$ cat src/hw/iox_pkg.sv
// Purpose: Shared constants, types and states of the I/O expander.
// Assumes: Eight pins per port, two ports, eight byte registers.
// Notes: Every register offset, register reset value and pair code lives here.
package iox_pkg;

  // ----------------------------------------------------------------
  // Widths and bus address
  // ----------------------------------------------------------------
  localparam int PORT_W = 8;
  localparam int STRAP_W = 3;
  localparam int NUM_PORTS = 2;
  localparam logic [3:0] ADDR_FIXED = 4'h4;
  localparam logic [2:0] LAST_BIT = 3'h7;
  localparam logic RW_READ = 1'b1;

  // ----------------------------------------------------------------
  // Register pointer encoding
  // ----------------------------------------------------------------
  localparam logic [2:0] REG_IN0 = 3'h0;
  localparam logic [2:0] REG_IN1 = 3'h1;
  localparam logic [2:0] REG_LATCH0 = 3'h2;
  localparam logic [2:0] REG_LATCH1 = 3'h3;
  localparam logic [2:0] REG_INV0 = 3'h4;
  localparam logic [2:0] REG_INV1 = 3'h5;
  localparam logic [2:0] REG_DIR0 = 3'h6;
  localparam logic [2:0] REG_DIR1 = 3'h7;
  localparam logic [1:0] PAIR_IN = 2'h0;
  localparam logic [1:0] PAIR_LATCH = 2'h1;
  localparam logic [1:0] PAIR_INV = 2'h2;
  localparam logic [1:0] PAIR_DIR = 2'h3;

  // ----------------------------------------------------------------
  // Reset values
  // ----------------------------------------------------------------
  localparam logic [7:0] LATCH_RST = 8'hFF;
  localparam logic [7:0] INV_RST = 8'h00;
  localparam logic [7:0] DIR_RST = 8'hFF;
  localparam logic [2:0] PTR_RST = 3'h0;

  // ----------------------------------------------------------------
  // Types
  // ----------------------------------------------------------------
  typedef struct packed {
    logic [7:0] dir;
    logic [7:0] latch;
    logic [7:0] invert;
  } iox_port_cfg_t;

  typedef struct packed {
    logic scl;
    logic sda;
  } iox_bus_t;

  typedef enum logic [3:0] {
    ST_IDLE, ST_ADDR, ST_ADDR_ACK, ST_CMD, ST_CMD_ACK,
    ST_WDATA, ST_WDATA_ACK, ST_RDATA, ST_MACK, ST_IGNORE
  } iox_state_t;

endpackage : iox_pkg

$ cat src/hw/iox_sync.sv
// Purpose: Two flip-flop synchroniser for signals from outside the clock domain.
// Assumes: Bits are independent levels; no word coherence is needed.
// Notes: Carries no reset; hold reset long enough to flush it.
`timescale 1ns/1ns
module iox_sync #(
  parameter int W = 1
) (
  // Clock
  input wire logic clk,
  // Asynchronous levels and their synchronised copies
  input wire logic [W-1:0] d,
  output logic [W-1:0] q
);

  logic [W-1:0] meta_q;

  always_ff @(posedge clk) begin
    meta_q <= d;
    q <= meta_q;
  end

endmodule : iox_sync

$ cat src/hw/iox_port.sv
// Purpose: One eight-pin port: pin drivers, reported level and change detect.
// Assumes: pinSync is already synchronised to clk.
// Notes: The snapshot holds the uninverted pins sampled by the last read of this port.
`timescale 1ns/1ns
module iox_port import iox_pkg::*; #(
  parameter int W = PORT_W
) (
  // Clock and reset
  input wire logic clk,
  input wire logic srst,
  // Pin side
  input wire logic [W-1:0] pinSync,
  output logic [W-1:0] pinOut,
  output logic [W-1:0] pinOe,
  // Register side
  input wire iox_port_cfg_t cfg,
  input wire logic snapLoad,
  output logic [W-1:0] level,
  output logic changed
);

  logic [W-1:0] snap_q;

  if (W != PORT_W) begin : gWidthCheck
    $error("iox_port width must equal the register width");
  end

  // Drivers follow the latch only where the direction bit selects output.
  always_ff @(posedge clk) begin
    if (srst) begin
      pinOut <= LATCH_RST;
      pinOe <= ~DIR_RST;
    end else begin
      pinOut <= cfg.latch;
      pinOe <= ~cfg.dir;
    end
  end

  // Reset takes the present pins so that no change is flagged at start.
  always_ff @(posedge clk) begin
    if (srst || snapLoad) begin
      snap_q <= pinSync;
    end
  end

  assign level = pinSync ^ cfg.invert;
  assign changed = |((pinSync ^ snap_q) & cfg.dir);

endmodule : iox_port

$ cat src/hw/iox_expander.sv
// Purpose: Two-wire bus slave sixteen-bit I/O expander with two eight-pin ports.
// Assumes: core_clk is far faster than the bus clock; all pins are asynchronous.
// Notes: Bus lines and pins are sampled on core_clk; bus lines are edge-detected, pins compared with a snapshot.
//
// Functional notes
// - Answer address 0100 plus three strap bits.
// - Direction bit one reads, zero writes.
// - First written byte sets three-bit register pointer.
// - Stored pointer persists for later reads.
// - Pointer selects input, latch, invert, direction pairs.
// - Input register shows pin level, any direction.
// - Writes to input registers are discarded.
// - Latch drives only pins set as outputs.
// - Latch read returns stored latch, not pins.
// - Invert bit one reports the input inverted.
// - Direction one is input, zero drives output.
// - Each written byte toggles to pair partner.
// - Unlimited data bytes per write transfer.
// - Pointer follows register being read at restart.
// - Each further read byte alternates within pair.
// - Pin data captured at acknowledge rising edge.
// - Stop anywhere; last acknowledged data stays valid.
// - Input pin change asserts active-low interrupt.
// - Interrupt clears on port read or level return.
// - General call address is never acknowledged.
`timescale 1ns/1ns
module iox_expander import iox_pkg::*; #(
  parameter int W = PORT_W
) (
  // Clock and reset
  input wire logic core_clk,
  input wire logic srst,
  // Two-wire bus
  input wire logic scl,
  input wire logic sdaIn,
  output logic sdaOut,
  output logic sdaOe,
  // Address straps
  input wire logic [STRAP_W-1:0] addrStrapPins,
  // First port pins
  input wire logic [W-1:0] firstPortPinsIn,
  output logic [W-1:0] firstPortPinsOut,
  output logic [W-1:0] firstPortPinsOe,
  // Second port pins
  input wire logic [W-1:0] secondPortPinsIn,
  output logic [W-1:0] secondPortPinsOut,
  output logic [W-1:0] secondPortPinsOe,
  // Open-drain interrupt, pulls low while intOe is high
  output logic intOut,
  output logic intOe
);

  // ----------------------------------------------------------------
  // Declarations
  // ----------------------------------------------------------------
  iox_bus_t busSync;
  logic [STRAP_W-1:0] strapSync;
  logic [2*W-1:0] pinSyncAll;
  logic [W-1:0] pinSync [NUM_PORTS];
  logic [W-1:0] pinOutArr [NUM_PORTS];
  logic [W-1:0] pinOeArr [NUM_PORTS];
  logic [W-1:0] level [NUM_PORTS];
  logic [NUM_PORTS-1:0] changed;
  logic [NUM_PORTS-1:0] snapLoad;
  iox_port_cfg_t cfg_q [NUM_PORTS];
  logic [7:0] regView [8];

  iox_state_t state_q;
  logic sclPrev_q;
  logic sdaPrev_q;
  logic [2:0] bitCnt_q;
  logic [6:0] rx_q;
  logic [7:0] rxNext;
  logic rw_q;
  logic ackSeen_q;
  logic [2:0] ptr_q;
  logic [7:0] wData_q;
  logic [7:0] txByte_q;
  logic sdaOe_q;
  logic intOe_q;

  logic sclRise;
  logic sclFall;
  logic startCond;
  logic stopCond;
  logic inAck;
  logic inRecv;
  logic byteDone;
  logic addrHit;
  logic ackRise;
  logic readLoad;
  logic masterAckRise;
  logic wrCommit;
  logic [2:0] loadSel;

  if (W != PORT_W) begin : gWidthCheck
    $error("iox_expander port width must equal the register width");
  end

  // ----------------------------------------------------------------
  // Input synchronisers
  // ----------------------------------------------------------------
  iox_sync #(.W(2)) uBusSync (
    .clk(core_clk),
    .d({scl, sdaIn}),
    .q(busSync)
  );

  iox_sync #(.W(STRAP_W)) uStrapSync (
    .clk(core_clk),
    .d(addrStrapPins),
    .q(strapSync)
  );

  iox_sync #(.W(2 * W)) uPinSync (
    .clk(core_clk),
    .d({secondPortPinsIn, firstPortPinsIn}),
    .q(pinSyncAll)
  );

  assign pinSync[0] = pinSyncAll[W-1:0];
  assign pinSync[1] = pinSyncAll[2*W-1:W];

  // ----------------------------------------------------------------
  // Bus event detection
  // ----------------------------------------------------------------
  always_ff @(posedge core_clk) begin
    if (srst) begin
      sclPrev_q <= 1'b1;
      sdaPrev_q <= 1'b1;
    end else begin
      sclPrev_q <= busSync.scl;
      sdaPrev_q <= busSync.sda;
    end
  end

  assign sclRise = busSync.scl && !sclPrev_q;
  assign sclFall = !busSync.scl && sclPrev_q;
  assign startCond = busSync.scl && sclPrev_q && sdaPrev_q && !busSync.sda;
  assign stopCond = busSync.scl && sclPrev_q && !sdaPrev_q && busSync.sda;

  assign inAck = (state_q == ST_ADDR_ACK) || (state_q == ST_CMD_ACK)
    || (state_q == ST_WDATA_ACK);
  assign inRecv = (state_q == ST_ADDR) || (state_q == ST_CMD)
    || (state_q == ST_WDATA);
  assign rxNext = {rx_q, busSync.sda};
  assign byteDone = sclRise && (bitCnt_q == LAST_BIT);
  // The general call address carries zeros in the fixed field and never hits.
  assign addrHit = (rxNext[7:1] == {ADDR_FIXED, strapSync});
  assign ackRise = inAck && sclRise;
  assign readLoad = (state_q == ST_ADDR_ACK) && sclRise && (rw_q == RW_READ);
  assign masterAckRise = (state_q == ST_MACK) && sclRise && !busSync.sda;
  assign wrCommit = (state_q == ST_WDATA_ACK) && sclRise;
  assign loadSel = readLoad ? ptr_q : {ptr_q[2:1], ~ptr_q[0]};

  // ----------------------------------------------------------------
  // Transfer state machine
  // ----------------------------------------------------------------
  always_ff @(posedge core_clk) begin
    if (srst) begin
      state_q <= ST_IDLE;
    end else if (startCond) begin
      state_q <= ST_ADDR;
    end else if (stopCond) begin
      state_q <= ST_IDLE;
    end else begin
      unique case (state_q)
        ST_IDLE, ST_IGNORE: begin
          state_q <= state_q;
        end
        ST_ADDR: begin
          if (byteDone) begin
            state_q <= addrHit ? ST_ADDR_ACK : ST_IGNORE;
          end
        end
        ST_ADDR_ACK: begin
          if (sclFall && ackSeen_q) begin
            state_q <= (rw_q == RW_READ) ? ST_RDATA : ST_CMD;
          end
        end
        ST_CMD: begin
          if (byteDone) begin
            state_q <= ST_CMD_ACK;
          end
        end
        ST_CMD_ACK, ST_WDATA_ACK: begin
          if (sclFall && ackSeen_q) begin
            state_q <= ST_WDATA;
          end
        end
        ST_WDATA: begin
          if (byteDone) begin
            state_q <= ST_WDATA_ACK;
          end
        end
        ST_RDATA: begin
          if (byteDone) begin
            state_q <= ST_MACK;
          end
        end
        ST_MACK: begin
          if (sclRise) begin
            state_q <= busSync.sda ? ST_IGNORE : ST_RDATA;
          end
        end
      endcase
    end
  end

  // ----------------------------------------------------------------
  // Bit counter, receive shifter and direction bit
  // ----------------------------------------------------------------
  always_ff @(posedge core_clk) begin
    if (srst || startCond) begin
      bitCnt_q <= 3'h0;
    end else if (sclRise && (inRecv || state_q == ST_RDATA)) begin
      bitCnt_q <= bitCnt_q + 3'h1;
    end
  end

  always_ff @(posedge core_clk) begin
    if (srst) begin
      rx_q <= 7'h00;
      rw_q <= 1'b0;
    end else if (sclRise && inRecv) begin
      rx_q <= rxNext[6:0];
      if (state_q == ST_ADDR && bitCnt_q == LAST_BIT) begin
        rw_q <= rxNext[0];
      end
    end
  end

  // The acknowledge flag marks that the ninth clock has risen.
  always_ff @(posedge core_clk) begin
    if (srst) begin
      ackSeen_q <= 1'b0;
    end else begin
      ackSeen_q <= inAck && (ackSeen_q || sclRise);
    end
  end

  // ----------------------------------------------------------------
  // Register pointer
  // ----------------------------------------------------------------
  always_ff @(posedge core_clk) begin
    if (srst) begin
      ptr_q <= PTR_RST;
    end else if (state_q == ST_CMD && byteDone) begin
      ptr_q <= rxNext[2:0];
    end else if (wrCommit || masterAckRise) begin
      // Reads move the stored pointer too, so a restart resumes here.
      ptr_q <= {ptr_q[2:1], ~ptr_q[0]};
    end
  end

  // ----------------------------------------------------------------
  // Write data and configuration registers
  // ----------------------------------------------------------------
  always_ff @(posedge core_clk) begin
    if (srst) begin
      wData_q <= 8'h00;
    end else if (state_q == ST_WDATA && byteDone) begin
      wData_q <= rxNext;
    end
  end

  always_ff @(posedge core_clk) begin
    if (srst) begin
      for (int i = 0; i < NUM_PORTS; i++) begin
        cfg_q[i] <= '{dir: DIR_RST, latch: LATCH_RST, invert: INV_RST};
      end
    end else if (wrCommit) begin
      for (int i = 0; i < NUM_PORTS; i++) begin
        if (ptr_q[0] == i[0]) begin
          unique case (ptr_q[2:1])
            PAIR_IN: cfg_q[i] <= cfg_q[i];
            PAIR_LATCH: cfg_q[i].latch <= wData_q;
            PAIR_INV: cfg_q[i].invert <= wData_q;
            PAIR_DIR: cfg_q[i].dir <= wData_q;
          endcase
        end
      end
    end
  end

  // ----------------------------------------------------------------
  // Read view and transmit byte
  // ----------------------------------------------------------------
  always_comb begin
    regView[REG_IN0] = level[0];
    regView[REG_IN1] = level[1];
    regView[REG_LATCH0] = cfg_q[0].latch;
    regView[REG_LATCH1] = cfg_q[1].latch;
    regView[REG_INV0] = cfg_q[0].invert;
    regView[REG_INV1] = cfg_q[1].invert;
    regView[REG_DIR0] = cfg_q[0].dir;
    regView[REG_DIR1] = cfg_q[1].dir;
  end

  // Pin data is caught on the rising clock of the read address acknowledge and of each master acknowledge.
  always_ff @(posedge core_clk) begin
    if (srst) begin
      txByte_q <= 8'h00;
    end else if (readLoad || masterAckRise) begin
      txByte_q <= regView[loadSel];
    end
  end

  always_comb begin
    snapLoad = '0;
    if ((readLoad || masterAckRise) && loadSel[2:1] == PAIR_IN) begin
      snapLoad[loadSel[0]] = 1'b1;
    end
  end

  // ----------------------------------------------------------------
  // Data line driver
  // ----------------------------------------------------------------
  always_ff @(posedge core_clk) begin
    if (srst || startCond || stopCond) begin
      sdaOe_q <= 1'b0;
    end else if (sclFall) begin
      unique case (state_q)
        ST_ADDR_ACK: begin
          if (!ackSeen_q) begin
            sdaOe_q <= 1'b1;
          end else begin
            sdaOe_q <= (rw_q == RW_READ) && !txByte_q[LAST_BIT];
          end
        end
        ST_CMD_ACK, ST_WDATA_ACK: begin
          sdaOe_q <= !ackSeen_q;
        end
        ST_RDATA: begin
          sdaOe_q <= !txByte_q[LAST_BIT - bitCnt_q];
        end
        default: begin
          sdaOe_q <= 1'b0;
        end
      endcase
    end
  end

  assign sdaOut = 1'b0;
  assign sdaOe = sdaOe_q;

  // ----------------------------------------------------------------
  // Ports and interrupt
  // ----------------------------------------------------------------
  for (genvar g = 0; g < NUM_PORTS; g++) begin : gPort
    iox_port #(.W(W)) uPort (
      .clk(core_clk),
      .srst(srst),
      .pinSync(pinSync[g]),
      .pinOut(pinOutArr[g]),
      .pinOe(pinOeArr[g]),
      .cfg(cfg_q[g]),
      .snapLoad(snapLoad[g]),
      .level(level[g]),
      .changed(changed[g])
    );
  end

  assign firstPortPinsOut = pinOutArr[0];
  assign firstPortPinsOe = pinOeArr[0];
  assign secondPortPinsOut = pinOutArr[1];
  assign secondPortPinsOe = pinOeArr[1];

  always_ff @(posedge core_clk) begin
    if (srst) begin
      intOe_q <= 1'b0;
    end else begin
      intOe_q <= |changed;
    end
  end

  assign intOut = 1'b0;
  assign intOe = intOe_q;

endmodule : iox_expander

$ cat config.mk
export PLATFORM = sky130hd
export DESIGN_NAME = iox_expander
export DESIGN_NICKNAME = d
export VERILOG_FILES = /design/src/hw/iox_pkg.sv /design/src/hw/iox_sync.sv /design/src/hw/iox_port.sv /design/src/hw/iox_expander.sv
export SDC_FILE = /design/constraint.sdc
export NUM_CORES = 1
export LEC_CHECK = 0
export ABC_AREA = 1
export BUFFER_PORTS_ARGS = -buffer_cell sky130_fd_sc_hd__buf_4
export CORE_MARGIN = 2
export CORE_UTILIZATION = 60
export CTS_BUF_LIST = sky130_fd_sc_hd__clkbuf_4 sky130_fd_sc_hd__clkbuf_8
export DETAILED_ROUTE_END_ITERATION = 7
export GPL_TIMING_DRIVEN = 0
export PLACE_DENSITY = 0.8
export SYNTH_ARGS = -nofsm -noshare
export SYNTH_HDL_FRONTEND = slang
export SYNTH_SLANG_ARGS = --single-unit
$ cat constraint.sdc
create_clock -name core_clk -period 2.6 [get_ports core_clk]
set_input_delay 0.13 -clock core_clk [delete_from_list [all_inputs] [get_ports core_clk]]
set_output_delay 0.13 -clock core_clk [all_outputs]
set_load 0.1 [all_outputs]
==> results.py, run 1 <==
metrics = {
    "worst_setup_path": {
        "cp_data_required_time_ps": 2700,
        "critPathArrivalTime_ps": 2650,
        "critical_path.endpoint_type": "flop",
        "critical_path_buf_inv_count": 1,
        "startpoint": "state_q[0]",
        "critical_path.cell_chain": "nor2_1, nand2_1, nor2_1, nand2_1, nand2_1, buf_2, nand2_1, o21ai_2",
        "critical_path.reg2reg.endpoint": "gPort[0].uPort.snap_q[4]",
        "critical_path.most_common_cell": "sky130_fd_sc_hd__nand2_1",
        "worstReg2RegStart": "state_q[0]",
        "critical-path-top-delay-family": "simple AND/OR/NAND/NOR gates",
        "crit_path_max_incr_delay_ps": 500,
        "critical_path.slowest_cell": "sky130_fd_sc_hd__o21ai_2",
        "number_of_cells_on_the_worst_reg_to_reg_path": 8,
        "setup.worst_path.class": "flop to flop",
        "critPathMaxFanout": 10,
        "critical_path.startpoint_type": "flop",
        "rrSetupSlack_ps": 60,
    },
    "placement": {
        "place_hpwl_mm": 12.81,
        "dpl.cell_count": 975,
        "gp_congestion": 0.9202,
        "placement.io_buffers": 56,
    },
    "clocking": {
        "clock_tree.htree_level_count": 4,
        "cts_made_buffers": 17,
        "clock_sink_count": 177,
        "clock_insertion_delay_worst_skew_ps": 470,
        "clock_tree.buffer_depth": 2,
        "tritoncts_clock_tree": "done",
        "clockRootBuffer": "sky130_fd_sc_hd__clkbuf_8",
        "post-cts-setup-buffer-count": 0,
        "path_clk_slew_ps": 90,
    },
    "timing": {
        "hold-worst-slack_ps": 173.0,
        "timing_max_transition_violations_final": 0,
        "clock.fmax_mhz": 393.4,
        "finalClockSkew_ps": 10.84,
        "setup_viol": 0,
        "rsz0062_at_grt": "yes",
        "worstMarginPinSlew_ps": 902.0,
        "post-route-period-util_pct": 97.76,
        "post_route_minimum_period_ps": 2542,
        "max_slew_margin_pct": 39.46,
        "timing_hold_violations_final": 0,
    },
    "grt": {
        "grt_util_all_layers_pct": 29.53,
        "first_global_vias": 5386,
        "grt_first_pass_wirelength_mm": 27.82,
        "pin_count_of_the_biggest_net_entering_global_routing": 18,
        "overflow": 0,
        "antenna_found_initial": 0,
    },
    "cells_and_area": {
        "multi_input_area_um2": 2287,
        "regArea_um2": 4184,
        "signed_area_change_from_the_synthesized_netlist_to_the_final_layout_pct": 17.63,
        "fillCellCount": 851,
        "design.final.nets": 897,
        "antennaDiodeCount": 0,
        "stdcell_count": 1028,
        "final_layout_size_suffix_gt1_share_pct": 13.22,
    },
    "die": {
        "number_of_i_o_pins": 59,
        "initial_core_util_pct": 61.11,
        "core_area_um2": 11320,
        "die-area_um2": 12400,
        "dieWidth_um": 111.4,
        "fp-row-count": 39,
        "fp.dieH_um": 111.4,
    },
    "synthesis": {
        "number_of_library_cell_types_mapped_by_synthesis": 38,
        "synthesis_stage_register_bit_count": 177,
        "ys_warn_count": 0,
        "synth_enable_flop_cells": 64,
        "synth.cell_area_um2": 6918,
        "syn_inst": 774,
        "syn_area_per_cell_um2": 8.938,
        "post_synth_main_area_contributors": "sky130_fd_sc_hd__dfxtp_1, sky130_fd_sc_hd__edfxtp_1, sky130_fd_sc_hd__nand2_1",
        "ys.flop_type": "sky130_fd_sc_hd__dfxtp_1",
        "synthArstFlopShare_pct": 0,
        "synth.top_cell.area_share_pct": 32.70,
        "synth.cells.most_frequent": "sky130_fd_sc_hd__nand2_1, sky130_fd_sc_hd__dfxtp_1, sky130_fd_sc_hd__nor2_1",
        "post_synth_top_area_cell": "sky130_fd_sc_hd__dfxtp_1",
        "synth_seq_area_share_pct": 60.48,
        "yosys.cell_count.top_type": "sky130_fd_sc_hd__nand2_1",
    },
    "min_path": {
        "hold_wc_path_type": "input port to flop",
        "beginning_of_the_worst_hold_path": "srst",
        "hold_end": "wData_q[0]",
        "timing.hold.worst_path_depth": 4,
    },
    "pwr": {
        "power.static_leakage_nw": 3.393,
        "ir_drop_v": 0.0006689,
        "power.density_nw_per_um2": 676.0,
    },
    "drt": {
        "detailroute.via_count": 5685,
        "postRouteWirelength_mm": 17.81,
        "wl_per_cell_um": 17.33,
        "routed_via_count_divided_by_cell_count": 5.530,
        "initialDrtViolationCount": 707,
        "drc": 0,
        "first_pass_iters": 5,
        "antenna_left": 0,
    },
    "outcome": {
        "run_status": "complete, no violations",
    },
    "job": {
        "timing.max_cap.violations": 0,
    },
}
## worst reg2reg max path: stages (launching register included)
cell,delay [ps]
sky130_fd_sc_hd__dfxtp_1,410
sky130_fd_sc_hd__nor2_1,160
sky130_fd_sc_hd__nand2_1,140
sky130_fd_sc_hd__nor2_1,160
sky130_fd_sc_hd__nand2_1,90
sky130_fd_sc_hd__nand2_1,290
sky130_fd_sc_hd__buf_2,290
sky130_fd_sc_hd__nand2_1,140
sky130_fd_sc_hd__o21ai_2,500
## routing by layer
| metal | routed length, um | GRT usage (%) |
|---|---|---|
| met1 | 7648 | 40.46 |
| met2 | 8015 | 45.41 |
| met3 | 1649 | 8.274 |
| met4 | 498 | 10.95 |
| met5 | 0 | 0 |
## logic make-up (layout without fill, tap and decap cells)
family | count (synthesis) | count (layout) | synth area share (%)
AOI/OAI and AO/OA | 111 | 111 | 8.428
xor gates and xnor gates | 20 | 20 | 2.532
adders and majority gates | 2 | 2 | 0.3617
buffers and inverters | 115 | 225 | 6.728
DFF | 177 | 177 | 60.48
other | 1 | 2 | 0.05421
and+or+nand+nor | 348 | 348 | 21.41
## where the power goes
group | total, mW | leakage (nW) | internal (mW) | switching [mW]
sequential | 3.04 | 1.46 | 2.96 | 0.0812
combinational | 0.616 | 1.74 | 0.221 | 0.395
clock | 1.85 | 0.193 | 0.801 | 1.05
total | 5.50 | 3.39 | 3.98 | 1.52
## sequential cells by signal (all words and copies together) (netlist names), 4 cells and up
| signal | flops |
|---|---|
| cfg_q | 48 |
| gPort.uPort.pinOe | 16 |
| gPort.uPort.pinOut | 16 |
| gPort.uPort.snap_q | 16 |
| rx_q | 7 |
| state_q | 4 |
| txByte_q | 8 |
| uPinSync.meta_q | 16 |
| uPinSync.q | 16 |
| wData_q | 8 |
## cell type report
type / instances / area share [%]
flip-flops and latches: 177 / 51.41
well taps: 143 / 2.199
multi-input cells: 483 / 28.11
clock buffers: 18 / 2.967
clock inverters: 14 / 1.753
repair buffers: 78 / 7.841
plain buffers: 19 / 1.292
inverters: 96 / 4.428
## timing repair
item	CTS	global route
hold buffers	21	0
setup endpoints to repair	24	24
gates resized for setup	3	1
endpoints found under the hold margin	21	0
## how the worst max path moves through the flow
| stage | depth (start not counted) | slack (ps) | to |
|---|---|---|---|
| 6_report | 8 | 60 | gPort[0].uPort.snap_q[4] |
| 5_1_grt | 8 | -100 | gPort[0].uPort.snap_q[4] |
| 4_1_cts | 6 | 5 | cfg_q[0][14] |
| 3_5_place_dp | 8 | -150 | gPort[0].uPort.snap_q[4] |
| 3_3_place_gp | 4 | -300 | cfg_q[0][4] |
| 2_1_floorplan | 4 | 520 | cfg_q[0][0] |
## placed cells by master, fill, tap and decap left out, types with 19 or more instances in the layout
cell / netlist / layout
sky130_fd_sc_hd__inv_1: 91 / 91
sky130_fd_sc_hd__buf_4: 3 / 60
sky130_fd_sc_hd__dfxtp_1: 113 / 113
sky130_fd_sc_hd__nor2_1: 100 / 100
sky130_fd_sc_hd__nand2_1: 148 / 148
sky130_fd_sc_hd__edfxtp_1: 64 / 64
sky130_fd_sc_hd__xnor2_1: 19 / 19
sky130_fd_sc_hd__o21ai_0: 65 / 63
sky130_fd_sc_hd__dlygate4sd3_1: 0 / 21
sky130_fd_sc_hd__nand3_1: 75 / 75
sky130_fd_sc_hd__a21oi_1: 34 / 34
## through the flow
step	setup WS, ps	util (%)	power (mW)	area [um^2]	TNS [ps]
after floorplan	521.4	-	3.499	6922	0
after global placement	-297.2	66.43	3.656	7521	-4558
after detailed placement	-152.5	66.57	3.669	7536	-2908
after CTS	4.541	71.88	5.491	8138	0
after global routing	-100.7	71.88	5.696	8138	-1552
final	58.24	71.88	5.501	8138	0
Note: power is estimated with default switching activity, not from simulation.
==> run 2, diff against run 1 <==
- clock period: 2.6 -> 2.4 ns (I/O delays scaled with it)
==> results.py, run 2 (synthesis results as in run 1) <==
metrics = {
    "worst_setup_path": {
        "setup.worst_path.class": "flop to flop",
        "critical_path.endpoint_type": "flop",
        "cp_data_required_time_ps": 2590,
        "critical_path.startpoint_type": "flop",
        "rrSetupSlack_ps": 150,
        "critPathMaxFanout": 10,
        "critPathArrivalTime_ps": 2440,
    },
    "cells_and_area": {
        "final_common_cell": "sky130_fd_sc_hd__nand2_1",
        "antennaDiodeCount": 0,
        "fillCellCount": 839,
        "max_flop_register": "cfg_q",
        "layout.cells.most_common_list": "sky130_fd_sc_hd__nand2_1, sky130_fd_sc_hd__dfxtp_1, sky130_fd_sc_hd__nor2_1",
        "design.final.nets": 900,
        "largest_register_ffs": 48,
        "final_layout_size_suffix_gt1_share_pct": 13.96,
        "signed_area_change_from_the_synthesized_netlist_to_the_final_layout_pct": 19.06,
    },
    "timing": {
        "rsz0062_at_grt": "no",
        "final.setup.worst_slack_ps": 147.5,
        "post-route-period-util_pct": 93.86,
        "hold-worst-slack_ps": 165.5,
        "max_slew_margin_pct": 40.33,
        "worstMarginPinSlew_ps": 891.7,
        "clock.fmax_mhz": 443.9,
        "finalClockSkew_ps": 9.329,
        "post_route_minimum_period_ps": 2253,
        "timing_max_transition_violations_final": 0,
        "setup_viol": 0,
        "timing.setup.tns_ps": 0,
        "timing_hold_violations_final": 0,
    },
    "grt": {
        "first_global_vias": 5402,
        "pin_count_of_the_biggest_net_entering_global_routing": 18,
        "grt_first_pass_wirelength_mm": 27.90,
        "grt_util_all_layers_pct": 29.64,
        "overflow": 0,
        "antenna_found_initial": 0,
    },
    "pwr": {
        "ir_drop_v": 0.0007266,
        "power.static_leakage_nw": 3.433,
        "power.density_nw_per_um2": 725.4,
    },
    "die": {
        "dieWidth_um": 111.4,
        "core_area_um2": 11320,
        "fp-row-count": 39,
        "number_of_i_o_pins": 59,
        "fp.dieH_um": 111.4,
        "die-area_um2": 12400,
        "initial_core_util_pct": 61.11,
    },
    "min_path": {
        "hold_wc_path_type": "input port to flop",
    },
    "job": {
        "timing.max_cap.violations": 0,
    },
    "placement": {
        "gp_congestion": 0.9202,
        "placement.io_buffers": 56,
        "post-place-ws_ps": -352.5,
        "place_hpwl_mm": 12.81,
    },
    "drt": {
        "routed_via_count_divided_by_cell_count": 5.557,
        "postRouteWirelength_mm": 17.91,
        "antenna_left": 0,
        "drc": 0,
        "initialDrtViolationCount": 751,
        "first_pass_iters": 6,
        "wl_per_cell_um": 17.37,
        "detailroute.via_count": 5729,
    },
    "outcome": {
        "run_status": "complete, no violations",
    },
    "clocking": {
        "clockRootBuffer": "sky130_fd_sc_hd__clkbuf_8",
        "clock_sink_count": 177,
        "clock_tree.buffer_depth": 2,
        "clock_insertion_delay_worst_skew_ps": 470,
        "path_clk_slew_ps": 90,
        "clock_tree.htree_level_count": 4,
        "tritoncts_clock_tree": "done",
        "cts_made_buffers": 17,
    },
}
run 2: metal layers:
metal | track usage [%] | share of wire (%) | up-vias
met1 | 40.53 | 42 | 2681
met3 | 7.948 | 9.5 | 31
met5 | 0 | 0 | -
met2 | 46.14 | 46 | 292
li1 | - | - | 2725
met4 | 10.53 | 2.4 | 0
run 2: final timing paths:
check | to | startpoint | depth (start not counted)
worst min-delay path | wData_q[0] | srst | 4
worst min register to register | uBusSync.q[1] | uBusSync.meta_q[1] | 0
worst max-delay path | gPort[1].uPort.snap_q[3] | state_q[0] | 9
worst max register to register | gPort[1].uPort.snap_q[3] | state_q[0] | 9
run 2: repair_timing:
action                                  4_1_cts  5_1_grt
resized for setup                             6        8
buffers inserted                              2        1
endpoints found under the hold margin        21        0
hold buffers                                 21        0
endpoints found under the setup margin       32       76
pin swaps                                     2        1
run 2: layout make-up:
| type | count | area, um^2 | area share (%) |
|---|---|---|---|
| well taps | 143 | 178.9 | 2.172 |
| multi-input cells | 483 | 2332 | 28.32 |
| flip-flops and latches | 177 | 4184 | 50.80 |
| clock inverters | 14 | 142.6 | 1.732 |
| plain buffers | 19 | 107.6 | 1.306 |
| clock buffers | 18 | 241.5 | 2.932 |
| inverters | 96 | 364.1 | 4.420 |
| repair buffers | 81 | 685.7 | 8.324 |
run 2: worst max-delay path, stage by stage (launching register included):
cell and delay [ps]:
sky130_fd_sc_hd__dfxtp_1 410, sky130_fd_sc_hd__inv_2 140, sky130_fd_sc_hd__nand2_1 100, sky130_fd_sc_hd__nor2_4 200, sky130_fd_sc_hd__nand3_2 140, sky130_fd_sc_hd__nand2_4 170, sky130_fd_sc_hd__clkbuf_4 220, sky130_fd_sc_hd__nand2_1 180
sky130_fd_sc_hd__o21ai_4 250, sky130_fd_sc_hd__buf_12 150
run 2: power breakdown:
part / total [mW] / switching (mW) / internal (mW)
clock: 2.00 / 1.13 / 0.867
sequential: 3.29 / 0.0869 / 3.20
combinational: 0.686 / 0.437 / 0.249
run 2: per-stage QoR:
step	std cells	instance area, um^2	utilization [%]	total power, mW
final	1031	8237	72.76	5.975
after floorplan	775	6922	-	3.790
after global routing	1031	8237	72.76	6.186
after detailed placement	975	7536	66.57	3.975
after global placement	974	7521	66.43	3.961
after CTS	1030	8193	72.37	5.960
